$ cat config.mk
export PLATFORM = sky130hd
export DESIGN_NAME = datapath_config_top
export DESIGN_NICKNAME = d
export VERILOG_FILES = /design/src/hw/datapath_pkg.sv /design/src/hw/datapath_config_top.sv /design/src/hw/sync2.sv
export VERILOG_INCLUDE_DIRS = /design/src /design/src/hw
export SDC_FILE = /design/constraint.sdc
export NUM_CORES = 1
export LEC_CHECK = 0
export ABC_AREA = 1
export BUFFER_PORTS_ARGS = -buffer_cell sky130_fd_sc_hd__buf_2
export CAP_MARGIN = 20
export CORE_MARGIN = 8
export CORE_UTILIZATION = 63
export DETAILED_ROUTE_END_ITERATION = 10
export PLACE_DENSITY_LB_ADDON = 0.1
export SYNTH_ARGS = -nofsm -noshare
export SYNTH_HDL_FRONTEND = slang
export SYNTH_SLANG_ARGS = --single-unit
export TNS_END_PERCENT = 1
$ cat constraint.sdc
create_clock -name REF_CLK -period 12.6 [get_ports REF_CLK]
set_input_delay 3.15 -clock REF_CLK [delete_from_list [all_inputs] [get_ports REF_CLK]]
set_output_delay 3.15 -clock REF_CLK [all_outputs]
set_load 0.02 [all_outputs]
$ cat src/hw/datapath_params.svh
// Constants for the datapath configuration register and its serial port
`ifndef DATAPATH_PARAMS_SVH
`define DATAPATH_PARAMS_SVH

`define DP_SAMPLE_W 16
`define DP_CFG_ADDR 5'h01
`define DP_CFG_RESET 16'h0100
`define DP_CFG_WMASK 16'h7BFF
`define DP_INSTR_RD 7
`define DP_ADDR_MSB 4
`define DP_INSTR_LAST 4'h7
`define DP_DATA_LAST 4'hF

`define DP_B_PHASE_CLR 14
`define DP_B_PN_EN 13
`define DP_B_SYNC_SEL 12
`define DP_B_PULSE_EN 11
`define DP_B_INV_SINC 9
`define DP_B_DCLK_OE 8
`define DP_B_INTERP_HI 7
`define DP_B_INTERP_LO 6
`define DP_B_FORMAT 5
`define DP_B_SINGLE 4
`define DP_B_REAL 3
`define DP_B_IQ_INV 2
`define DP_B_Q_FIRST 1
`define DP_B_HALF_GAIN 0

`endif

$ cat src/hw/datapath_pkg.sv
// Types shared by the datapath configuration block
`include "datapath_params.svh"
package datapath_pkg;

	typedef enum logic [3:0] {
		ST_IDLE = 4'b0001,
		ST_INSTR = 4'b0010,
		ST_DATA = 4'b0100,
		ST_DONE = 4'b1000
	} spi_state_e;

	typedef enum logic [1:0] {
		INTERP_X1 = 2'b00,
		INTERP_X2 = 2'b01,
		INTERP_X4 = 2'b10,
		INTERP_X8 = 2'b11
	} interp_e;

	typedef struct packed {
		logic [`DP_SAMPLE_W-1:0] i;
		logic [`DP_SAMPLE_W-1:0] q;
	} sample_pair_s;

endpackage : datapath_pkg

$ cat src/hw/datapath_config_top.sv
// Datapath configuration register with serial port and input assembly
//
// Function
// - Sixteen-bit register at serial address 0x01
// - Bit 14 holds NCO phase accumulator cleared
// - Bit 13 enables PN code synchronization
// - Bit 12 selects pulse or PN sync
// - Bit 11 enables pulse synchronization
// - Bit 9 enables inverse sinc, else bypass
// - Bit 8 drives data clock pin, default on
// - Bits 7:6 select interpolation 1x to 8x
// - Bit 5 clear means two's complement input
// - Dual port: I on first, Q second
// - Single port: alternating I/Q on first port
// - Bit 3 disables Q path after modulation
// - Bit 2 inverts gate pin I/Q polarity
// - Q-first clear pairs I with following Q
// - Q-first set pairs I with previous Q
// - Bit 0 halves NCO modulator input
`timescale 1ns/100ps
`include "datapath_params.svh"
module datapath_config_top import datapath_pkg::*; (
	input wire logic REF_CLK,
	input wire logic RST,
	input wire logic SPI_CS_N,
	input wire logic SPI_SCLK,
	input wire logic SPI_SDI,
	output logic SPI_SDO,
	output logic SPI_SDO_OE,
	input wire logic [`DP_SAMPLE_W-1:0] FIRST_DATA_PORT,
	input wire logic [`DP_SAMPLE_W-1:0] SECOND_DATA_PORT,
	input wire logic TRANSMIT_GATE_PIN,
	output logic DATA_CLOCK_OUT_PIN,
	output logic DATA_CLOCK_OUT_OE,
	output sample_pair_s SAMPLE_PAIR,
	output logic SAMPLE_VALID,
	output logic NCO_PHASE_CLEAR,
	output logic PN_SYNC_ENABLE,
	output logic SYNC_MODE_PN,
	output logic PULSE_SYNC_ENABLE,
	output logic INV_SINC_ENABLE,
	output interp_e INTERP_FACTOR,
	output logic NCO_HALF_GAIN
);

	localparam int SW = `DP_SAMPLE_W;
	localparam int SYNC_W = 2 * SW + 4;

	// Synchronised pins
	logic [SYNC_W-1:0] pins_raw;
	logic [SYNC_W-1:0] pins_s;
	logic cs_n_s;
	logic sclk_s;
	logic sdi_s;
	logic gate_s;
	logic [SW-1:0] p1_s;
	logic [SW-1:0] p2_s;

	assign pins_raw = {SPI_CS_N, SPI_SCLK, SPI_SDI, TRANSMIT_GATE_PIN,
		FIRST_DATA_PORT, SECOND_DATA_PORT};

	sync2 #(
		.W(SYNC_W),
		.INIT({1'b1, {(SYNC_W - 1){1'b0}}})
	) u_sync (
		.clk(REF_CLK),
		.rst(RST),
		.d(pins_raw),
		.q(pins_s)
	);

	assign cs_n_s = pins_s[SYNC_W-1];
	assign sclk_s = pins_s[SYNC_W-2];
	assign sdi_s = pins_s[SYNC_W-3];
	assign gate_s = pins_s[SYNC_W-4];
	assign p1_s = pins_s[2*SW-1:SW];
	assign p2_s = pins_s[SW-1:0];

	// Serial port state
	spi_state_e state_reg;
	spi_state_e state_next;
	logic sclk_d_reg;
	logic [3:0] cnt_reg;
	logic [3:0] cnt_next;
	logic [15:0] sin_reg;
	logic [15:0] sin_next;
	logic [15:0] sout_reg;
	logic [15:0] sout_next;
	logic rd_reg;
	logic rd_next;
	logic sdo_next;
	logic oe_next;
	logic [15:0] cfg_reg;
	logic [15:0] cfg_next;
	logic hit_reg;
	logic hit_next;

	// Edge and decode wires
	logic sclk_rise;
	logic sclk_fall;
	logic [7:0] instr_byte;
	logic instr_rd;
	logic instr_hit;
	logic [15:0] data_word;
	logic [15:0] read_word;

	assign sclk_rise = sclk_s & ~sclk_d_reg;
	assign sclk_fall = ~sclk_s & sclk_d_reg;
	assign instr_byte = {sin_reg[6:0], sdi_s};
	assign instr_rd = instr_byte[`DP_INSTR_RD];
	assign instr_hit = (instr_byte[`DP_ADDR_MSB:0] == `DP_CFG_ADDR);
	assign data_word = {sin_reg[14:0], sdi_s};
	// Unmapped addresses read as zero; reserved bits read zero
	assign read_word = instr_hit ? (cfg_reg & `DP_CFG_WMASK) : 16'h0000;

	logic instr_done;
	logic data_done;
	logic cfg_write;
	assign instr_done = sclk_rise && (cnt_reg == `DP_INSTR_LAST);
	assign data_done = sclk_rise && (cnt_reg == `DP_DATA_LAST);
	// Only a write frame that addressed this register lands
	assign cfg_write = data_done && !rd_reg && hit_reg;

	// Frame decoder: instruction byte, then one data word
	always_comb begin
		state_next = state_reg;
		hit_next = hit_reg;
		cnt_next = cnt_reg;
		sin_next = sin_reg;
		sout_next = sout_reg;
		rd_next = rd_reg;
		sdo_next = SPI_SDO;
		oe_next = SPI_SDO_OE;
		cfg_next = cfg_reg;
		// Chip select high aborts the frame
		if (cs_n_s) begin
			state_next = ST_IDLE;
			cnt_next = 4'h0;
			rd_next = 1'b0;
			hit_next = 1'b0;
			sdo_next = 1'b0;
			oe_next = 1'b0;
		end else begin
			case (state_reg)
				ST_IDLE: begin
					state_next = ST_INSTR;
					cnt_next = 4'h0;
				end
				ST_INSTR: begin
					if (sclk_rise) begin
						sin_next = data_word;
						cnt_next = cnt_reg + 4'h1;
						// Eighth instruction bit latches direction and match
						if (instr_done) begin
							state_next = ST_DATA;
							cnt_next = 4'h0;
							rd_next = instr_rd;
							hit_next = instr_hit;
							oe_next = instr_rd;
							sout_next = read_word;
						end
					end
				end
				// Sixteen data bits, read data leaves on falls
				ST_DATA: begin
					if (sclk_fall && rd_reg) begin
						sdo_next = sout_reg[15];
						sout_next = {sout_reg[14:0], 1'b0};
					end
					if (sclk_rise) begin
						sin_next = data_word;
						cnt_next = cnt_reg + 4'h1;
						if (data_done) begin
							state_next = ST_DONE;
							if (cfg_write) begin
								cfg_next = data_word & `DP_CFG_WMASK;
							end
						end
					end
				end
				// Extra clocks ignored until chip select rises
				ST_DONE: begin
					if (sclk_fall) begin
						sdo_next = 1'b0;
					end
				end
				default: begin
					state_next = ST_IDLE;
				end
			endcase
		end
	end

	// Frame sequencing
	always_ff @(posedge REF_CLK or posedge RST) begin
		if (RST) begin
			state_reg <= ST_IDLE;
			sclk_d_reg <= 1'b0;
			cnt_reg <= 4'h0;
		end else begin
			state_reg <= state_next;
			sclk_d_reg <= sclk_s;
			cnt_reg <= cnt_next;
		end
	end

	// Serial input shifter
	always_ff @(posedge REF_CLK or posedge RST) begin
		if (RST) begin
			sin_reg <= 16'h0000;
		end else begin
			sin_reg <= sin_next;
		end
	end

	// Read data shifter
	always_ff @(posedge REF_CLK or posedge RST) begin
		if (RST) begin
			sout_reg <= 16'h0000;
		end else begin
			sout_reg <= sout_next;
		end
	end

	// Direction and address match of the current frame
	always_ff @(posedge REF_CLK or posedge RST) begin
		if (RST) begin
			rd_reg <= 1'b0;
			hit_reg <= 1'b0;
		end else begin
			rd_reg <= rd_next;
			hit_reg <= hit_next;
		end
	end

	// Read data pin
	always_ff @(posedge REF_CLK or posedge RST) begin
		if (RST) begin
			SPI_SDO <= 1'b0;
			SPI_SDO_OE <= 1'b0;
		end else begin
			SPI_SDO <= sdo_next;
			SPI_SDO_OE <= oe_next;
		end
	end

	// Configuration store
	always_ff @(posedge REF_CLK or posedge RST) begin
		if (RST) begin
			cfg_reg <= `DP_CFG_RESET;
		end else begin
			cfg_reg <= cfg_next;
		end
	end

	// Configuration fields driven straight from the register
	assign NCO_PHASE_CLEAR = cfg_reg[`DP_B_PHASE_CLR];
	assign PN_SYNC_ENABLE = cfg_reg[`DP_B_PN_EN];
	assign SYNC_MODE_PN = cfg_reg[`DP_B_SYNC_SEL];
	assign PULSE_SYNC_ENABLE = cfg_reg[`DP_B_PULSE_EN];
	assign INV_SINC_ENABLE = cfg_reg[`DP_B_INV_SINC];
	assign DATA_CLOCK_OUT_OE = cfg_reg[`DP_B_DCLK_OE];
	assign INTERP_FACTOR = interp_e'(cfg_reg[`DP_B_INTERP_HI:`DP_B_INTERP_LO]);
	assign NCO_HALF_GAIN = cfg_reg[`DP_B_HALF_GAIN];

	// Data clock pin toggles while enabled, held low otherwise
	logic dclk_next;
	assign dclk_next = cfg_reg[`DP_B_DCLK_OE] & ~DATA_CLOCK_OUT_PIN;

	// Input word conversion and I/Q identification
	logic fmt_offset;
	logic single_mode;
	logic real_mode;
	logic q_first;
	logic word_is_i;
	logic [SW-1:0] w1;
	logic [SW-1:0] w2;

	assign fmt_offset = cfg_reg[`DP_B_FORMAT];
	assign single_mode = cfg_reg[`DP_B_SINGLE];
	assign real_mode = cfg_reg[`DP_B_REAL];
	assign q_first = cfg_reg[`DP_B_Q_FIRST];
	// Two's complement passes through; set format bit flips the sign bit
	assign w1 = fmt_offset ? {~p1_s[SW-1], p1_s[SW-2:0]} : p1_s;
	assign w2 = fmt_offset ? {~p2_s[SW-1], p2_s[SW-2:0]} : p2_s;
	assign word_is_i = gate_s ^ cfg_reg[`DP_B_IQ_INV];

	// Pair assembly
	logic [SW-1:0] hold_i_reg;
	logic [SW-1:0] hold_q_reg;
	logic [SW-1:0] hold_i_next;
	logic [SW-1:0] hold_q_next;
	logic pair_fire;
	logic [SW-1:0] pair_i;
	logic [SW-1:0] pair_q;
	logic [SW-1:0] out_q;
	sample_pair_s pair_next;

	assign hold_i_next = (single_mode && word_is_i) ? w1 : hold_i_reg;
	assign hold_q_next = (single_mode && !word_is_i) ? w1 : hold_q_reg;
	// Q-first fires on an I word with the earlier Q, else on Q with held I
	assign pair_fire = !single_mode || (q_first ? word_is_i : !word_is_i);
	assign pair_i = !single_mode ? w1 : (q_first ? w1 : hold_i_reg);
	assign pair_q = !single_mode ? w2 : (q_first ? hold_q_reg : w1);
	assign out_q = real_mode ? {SW{1'b0}} : pair_q;
	assign pair_next = '{i: pair_i, q: out_q};

	// Data clock pin
	always_ff @(posedge REF_CLK or posedge RST) begin
		if (RST) begin
			DATA_CLOCK_OUT_PIN <= 1'b0;
		end else begin
			DATA_CLOCK_OUT_PIN <= dclk_next;
		end
	end

	// Held I word for single-port pairing
	always_ff @(posedge REF_CLK or posedge RST) begin
		if (RST) begin
			hold_i_reg <= {SW{1'b0}};
		end else begin
			hold_i_reg <= hold_i_next;
		end
	end

	// Held Q word for single-port pairing
	always_ff @(posedge REF_CLK or posedge RST) begin
		if (RST) begin
			hold_q_reg <= {SW{1'b0}};
		end else begin
			hold_q_reg <= hold_q_next;
		end
	end

	// Assembled pair and its strobe
	always_ff @(posedge REF_CLK or posedge RST) begin
		if (RST) begin
			SAMPLE_PAIR <= '0;
			SAMPLE_VALID <= 1'b0;
		end else begin
			SAMPLE_VALID <= pair_fire;
			if (pair_fire) begin
				SAMPLE_PAIR <= pair_next;
			end
		end
	end

endmodule : datapath_config_top

$ cat src/hw/sync2.sv
// Two-flop synchroniser for a bus of independent levels
`timescale 1ns/100ps
module sync2 #(
	parameter int W = 1,
	parameter logic [W-1:0] INIT = '0
) (
	input wire logic clk,
	input wire logic rst,
	input wire logic [W-1:0] d,
	output logic [W-1:0] q
);

	logic [W-1:0] meta_reg;

	always_ff @(posedge clk or posedge rst) begin
		if (rst) begin
			meta_reg <= INIT;
			q <= INIT;
		end else begin
			meta_reg <= d;
			q <= meta_reg;
		end
	end

endmodule : sync2

==> qor.yml, run 1 <==
critical_path:
  critPathBufInv: 3
  critical_path_class: "in -> async"
  cp_max_fo: 115
  required_ns: 13.02
  slowest_delay_ns: 0.86
  crit_path_start_kind: "input port"
  end_kind: "async pin"
  path_cells: "buf_2 -> inv_8 -> buf_4"
  critPathTopFamily: "buffers and inverters"
  worstPathArrival_ns: 4.75
  cp_slowest_cell: "buf_4"
timing:
  final_hold_viol_count: 0
  tightest_slew_ns: 0.968
  finalSetupViolCount: 0
  min_period_ns: 4.33
  drv_slew: 0
  fin_ws_ns: 8.27
  fmax_mhz: 231
  fin_crit_sh: 0.344
  rsz0062_at_grt: "false"
  fin_tns_setup_ns: 0
  fin_skew_ns: 0.00902
  max_slew_margin: 0.353
clock_tree:
  post_cts_buffers: 0
  ctsHoldBuffers: 0
  clkSinkCount: 194
  clkLatencyLatePin_ns: 0.43
  h-tree-depth: 4
  numCtsBuffers: 17
  cts_tree: "built"
  cts-root-buf: "clkbuf_16"
  clockBufferDepth: 2
  postCtsResizedCells: 0
  path_clk_slew_ns: 0.07
synth:
  netlist_area_sq_mm: 0.00775
  avgSynthCellArea_sq_um: 9.20
  ys_warn_count: 0
  synth_nets: 881
  seq_area_frac_synth: 0.627
  netlist_instances: 842
  ys_types: 30
  ys_ff_latch: 194
grt:
  grt-ovfl-total: 0
  antenna_found_initial: 0
  grt_pass1_wl_um: 27100
  grt_max_degree: 116
  track_usage: 0.210
  first_global_vias: 5534
drt:
  remaining_drc_errors: 0
  ant_nets: 0
  wl_per_cell_um: 15.2
  dr.pass1.iters: 6
  vias: 5836
  drt_iter0_drc: 603
  totalWireLength_um: 16200
  avgViaCountPerCell: 5.47
place:
  gp_congestion: 0.797
  pre_cts_slack_ns: 7.75
  dpl.hpwl_um: 10400
  dpl-instance-area_sq_mm: 0.00816
  port_buffers: 82
floorplan:
  start_util: 0.645
  die_h_um: 127
  die_x_um: 127
  dieArea_sq_mm: 0.0161
  fp-row-count: 40
  core-area_sq_mm: 0.0120
  io_pins: 83
run:
  max-cap-violations: 0
cells_and_area:
  final_util: 0.730
  fin_area_sq_mm: 0.00877
  areaGrowthSynthToFinish_pct: 13.1
  n_antenna_cell: 0
  nNetsFinal: 945
  drive_gt1_frac: 0.160
power_and_ir_drop:
  total_power_w: 0.00133
  cellPowerDensity_mw_per_mm2: 152
  irDropWorstVdd_mv: 0.134
  power.leakage_nw: 4.46
outcome:
  status: "completed"
worst_hold_path:
  hold_path.class: "reg -> reg"
## worst reg2reg max path, cell delays in order (launching register included)
cell and delay [ns]:
dfrtp_1 0.80, clkinv_1 0.66, nand2_1 0.24, nand3_2 0.42
buf_4 0.44, nand3_1 0.18, o21ai_1 0.07
## cells in the final DEF (no fill, tap or decap)
cell	n
xnor2_1	1
nand2_8	1
inv_6	5
o211ai_1	1
buf_2	82
buf_4	4
or2_2	1
o21ai_0	79
nand3_2	2
inv_2	4
clkinv_2	1
nor2_1	83
nand2_2	5
nand2_4	3
ha_1	1
nand4_1	3
bufinv_16	2
clkinv_4	1
nor2_2	5
nor2_4	1
dfrtp_1	190
o21a_1	2
clkbuf_8	1
clkbuf_16	17
nand2_1	234
nor2_8	2
inv_1	64
nand3_1	63
o21ai_1	13
inv_8	4
dfstp_2	4
a21oi_1	37
clkinvlp_4	2
clkinv_1	1
## report_power, final
part	switching, W	internal, W	total [W]
clock	0.000245	0.000305	0.000550
sequential	0.0000175	0.000648	0.000666
combinational	0.0000856	0.0000305	0.000116
## final cells by class
class	count	area [sq um]
clock inverter	14	166
sequential	194	4860
fill	911	3240
multi-input combinational	537	2410
timing repair buffer	86	440
tap	147	184
clock buffer	18	439
inverter	70	270
## per-stage QoR
| step | std cells | hold WS, ns |
|---|---|---|
| floorplan | 842 | 0.331 |
| global placement | 1034 | 0.332 |
| detailed placement | 1034 | 0.335 |
| CTS | 1066 | 0.351 |
| global route | 1066 | 0.356 |
| finish | 1066 | 0.349 |
## synthesized netlist by cell type
library cell | n | area (sq um)
nor2_8 | 2 | 40.0
nor2_2 | 5 | 31.3
or2_2 | 1 | 6.26
a21oi_1 | 37 | 185
nand2_8 | 1 | 20.0
clkbuf_1 | 9 | 33.8
nand3_1 | 64 | 320
nand2_1 | 234 | 878
inv_2 | 4 | 15.0
dfrtp_1 | 190 | 4750
ha_1 | 1 | 12.5
buf_4 | 6 | 45.0
nand4_1 | 3 | 18.8
nand2_2 | 5 | 31.3
o21ai_0 | 79 | 395
xnor2_1 | 1 | 8.76
o21ai_1 | 13 | 65.1
inv_1 | 65 | 244
o211ai_1 | 1 | 7.51
dfstp_2 | 4 | 105
o21a_1 | 2 | 15.0
clkinv_1 | 1 | 3.75
buf_6 | 3 | 33.8
nor2_1 | 83 | 312
buf_2 | 20 | 100
nand3_2 | 1 | 10.0
nand2_4 | 3 | 33.8
buf_1 | 2 | 7.51
nor2_4 | 1 | 11.3
clkbuf_2 | 1 | 5.00
## per-layer routing
| layer | up-vias | global-route usage | wire length [um] |
|---|---|---|---|
| li1 | 2787 | - | - |
| met1 | 2835 | 0.299 | 7430 |
| met2 | 189 | 0.308 | 7440 |
| met4 | 0 | 0.0623 | 192 |
| met3 | 25 | 0.0582 | 1130 |
| met5 | - | 0 | 0 |
## cells by family (layout without fill, tap and decap cells)
family                   Yosys count  after routing  synth area share
AND/OR/NAND/NOR                  403            403             0.221
flip-flops                       194            194             0.627
AO/OA/AOI/OAI                    132            132            0.0862
buffers and inverters            111            188            0.0630
adder cells (fa/ha/maj)            1              1           0.00161
XOR/XNOR                           1              1           0.00113
## worst paths after layout
path                               startpoint           endpoint  depth (start not counted)  slack, ns
setup reg to reg                   cfg_reg[1]    SAMPLE_PAIR[15]                          6       9.66
max in group REF_CLK               cfg_reg[8]  DATA_CLOCK_OUT_OE                          1       8.31
setup / recovery                          RST      hold_q_reg[9]                          3       8.27
hold / removal             u_sync.meta_reg[2]        u_sync.q[2]                          0       0.35
hold reg to reg            u_sync.meta_reg[2]        u_sync.q[2]                          0       0.35
min in group asynchronous                 RST         sin_reg[8]                          2       2.82
Power figures use the tool's default switching activity.
==> inputs of run 2 (changes only) <==
- CORE_UTILIZATION: 63 -> 58
- clock period: 12.6 -> 4.5 ns (I/O delays scaled with it)
==> qor.yml, run 2 (synthesized netlist as in run 1, its figures left out) <==
outcome:
  status: "completed"
power_and_ir_drop:
  cellPowerDensity_mw_per_mm2: 422
  pwr-share-comb: 0.087
  pwr-share-seq: 0.500
  irDropWorstVdd_mv: 0.342
  power.internal_w: 0.00279
  total_power_w: 0.00373
  pwr-share-clk: 0.414
  switchingPower_w: 0.000942
  swShare: 0.252
  power.leakage_nw: 4.46
critical_path:
  end_kind: "flop"
  worstPathArrival_ns: 3.15
  required_ns: 4.80
  critical_path_class: "reg -> reg"
  cp_max_fo: 33
  crit_path_start_kind: "flop"
cells_and_area:
  n_antenna_cell: 0
  layout_common_cells: "234 x nand2_1, 190 x dfrtp_1, 82 x nor2_1, 82 x buf_2, 79 x o21ai_0"
  nNetsFinal: 946
  layout_commonest_cell: "nand2_1"
  seq_area_sq_mm: 0.00486
  drive_gt1_frac: 0.160
  areaGrowthSynthToFinish_pct: 14.2
  fillers: 1107
  multiInputGateArea_sq_mm: 0.00241
timing:
  rsz0062_at_grt: "false"
  fmax_mhz: 350
  fin_skew_ns: 0.0121
  hold-worst-slack_ns: 0.348
  finalSetupViolCount: 0
  fin_tns_setup_ns: 0
  fin_ws_ns: 1.64
  final_hold_viol_count: 0
  tightest_slew_ns: 1.08
  max_slew_margin: 0.282
  min_period_ns: 2.86
  drv_slew: 0
  fin_crit_sh: 0.635
drt:
  dr.pass1.iters: 6
  top_layer: "met4"
  totalWireLength_um: 16100
  routed-wl-met2_um: 7220
  vias: 5694
  drt-met1-wl_um: 7790
  remaining_drc_errors: 0
  wl_per_cell_um: 14.7
  route.met3.wl_um: 909
  avgViaCountPerCell: 5.20
  drt_iter0_drc: 523
  ant_nets: 0
place:
  port_buffers: 82
  gp_congestion: 0.792
  pre_cts_slack_ns: 1.72
  dpl.hpwl_um: 10600
floorplan:
  die_h_um: 132
  core-area_sq_mm: 0.0131
  dieArea_sq_mm: 0.0173
  io_pins: 83
  start_util: 0.590
  die_x_um: 132
  fp-row-count: 42
clock_tree:
  path_clk_slew_ns: 0.07
  clkSinkCount: 194
  cts-root-buf: "clkbuf_16"
  clkLatencyLatePin_ns: 0.43
  ctsHoldBuffers: 0
  postCtsResizedCells: 0
  h-tree-depth: 4
  numCtsBuffers: 17
  cts_tree: "built"
  post_cts_buffers: 0
  clockBufferDepth: 2
worst_hold_path:
  hold_path.class: "reg -> reg"
grt:
  grt_max_degree: 78
  grt-ovfl-total: 0
  grt_pass1_wl_um: 27700
  track_usage: 0.194
  first_global_vias: 5506
  antenna_found_initial: 0
run:
  max-cap-violations: 0
==> run 2: cell count changes in the layout (fill, tap and decap cells not counted) <==
cell,delta
nor2_1,-1
nor2_2,+1
bufinv_16,+1
clkbuf_1,+2
clkinv_4,+1
clkinv_2,-1
clkinvlp_4,+4
buf_12,+3
inv_6,-5
inv_8,-1
buf_4,-2
clkbuf_8,-1
==> run 2: per-layer routing <==
layer	GRT usage	up-vias
li1	-	2781
met1	0.281	2722
met2	0.285	175
met3	0.0514	16
met4	0.0511	0
met5	0	-
==> run 2: per-stage QoR <==
step	cell area, sq um	util	std cells
after floorplan	7750	-	842
after global placement	8220	0.626	1063
after detailed placement	8220	0.626	1063
after CTS	8830	0.672	1095
after global routing	8850	0.674	1096
final	8850	0.674	1096
==> run 2: cell type report <==
cell class              count  area share
flip-flops and latches    194       0.549
multi-input cells         537       0.272
repair buffers             87      0.0548
clock buffers              19      0.0489
inverters                  70      0.0301
well taps                 176      0.0249
clock inverters            13      0.0202
==> run 2: power groups by stage <==
stage	clock network (W)	registers (W)	logic, W
2_1_floorplan	0	0.00190	0.000223
3_3_place_gp	0	0.00190	0.000313
3_5_place_dp	0	0.00190	0.000323
4_1_cts	0.00157	0.00187	0.000324
5_1_grt	0.00165	0.00187	0.000370
6_report	0.00155	0.00187	0.000323
==> run 2: worst paths after layout <==
| check | endpoint | startpoint | cells past startpoint | slack (ns) |
|---|---|---|---|---|
| min in group asynchronous | u_sync.meta_reg[1] | RST | 2 | 0.61 |
| max in group asynchronous | u_sync.q[35] | RST | 4 | 2.98 |
| hold reg to reg | u_sync.q[11] | u_sync.meta_reg[11] | 0 | 0.35 |
| hold / removal | u_sync.q[11] | u_sync.meta_reg[11] | 0 | 0.35 |
| setup reg to reg | SAMPLE_PAIR[18] | cfg_reg[1] | 6 | 1.64 |
| setup / recovery | SAMPLE_PAIR[18] | cfg_reg[1] | 6 | 1.64 |
==> run 2: worst max-delay path: stages, from the launching register on <==
cell and delay [ns]:
dfrtp_1 0.75, clkinv_1 0.59, nand2_1 0.23, nand3_2 0.47, buf_4 0.45, nor2_1 0.17
a21oi_1 0.06
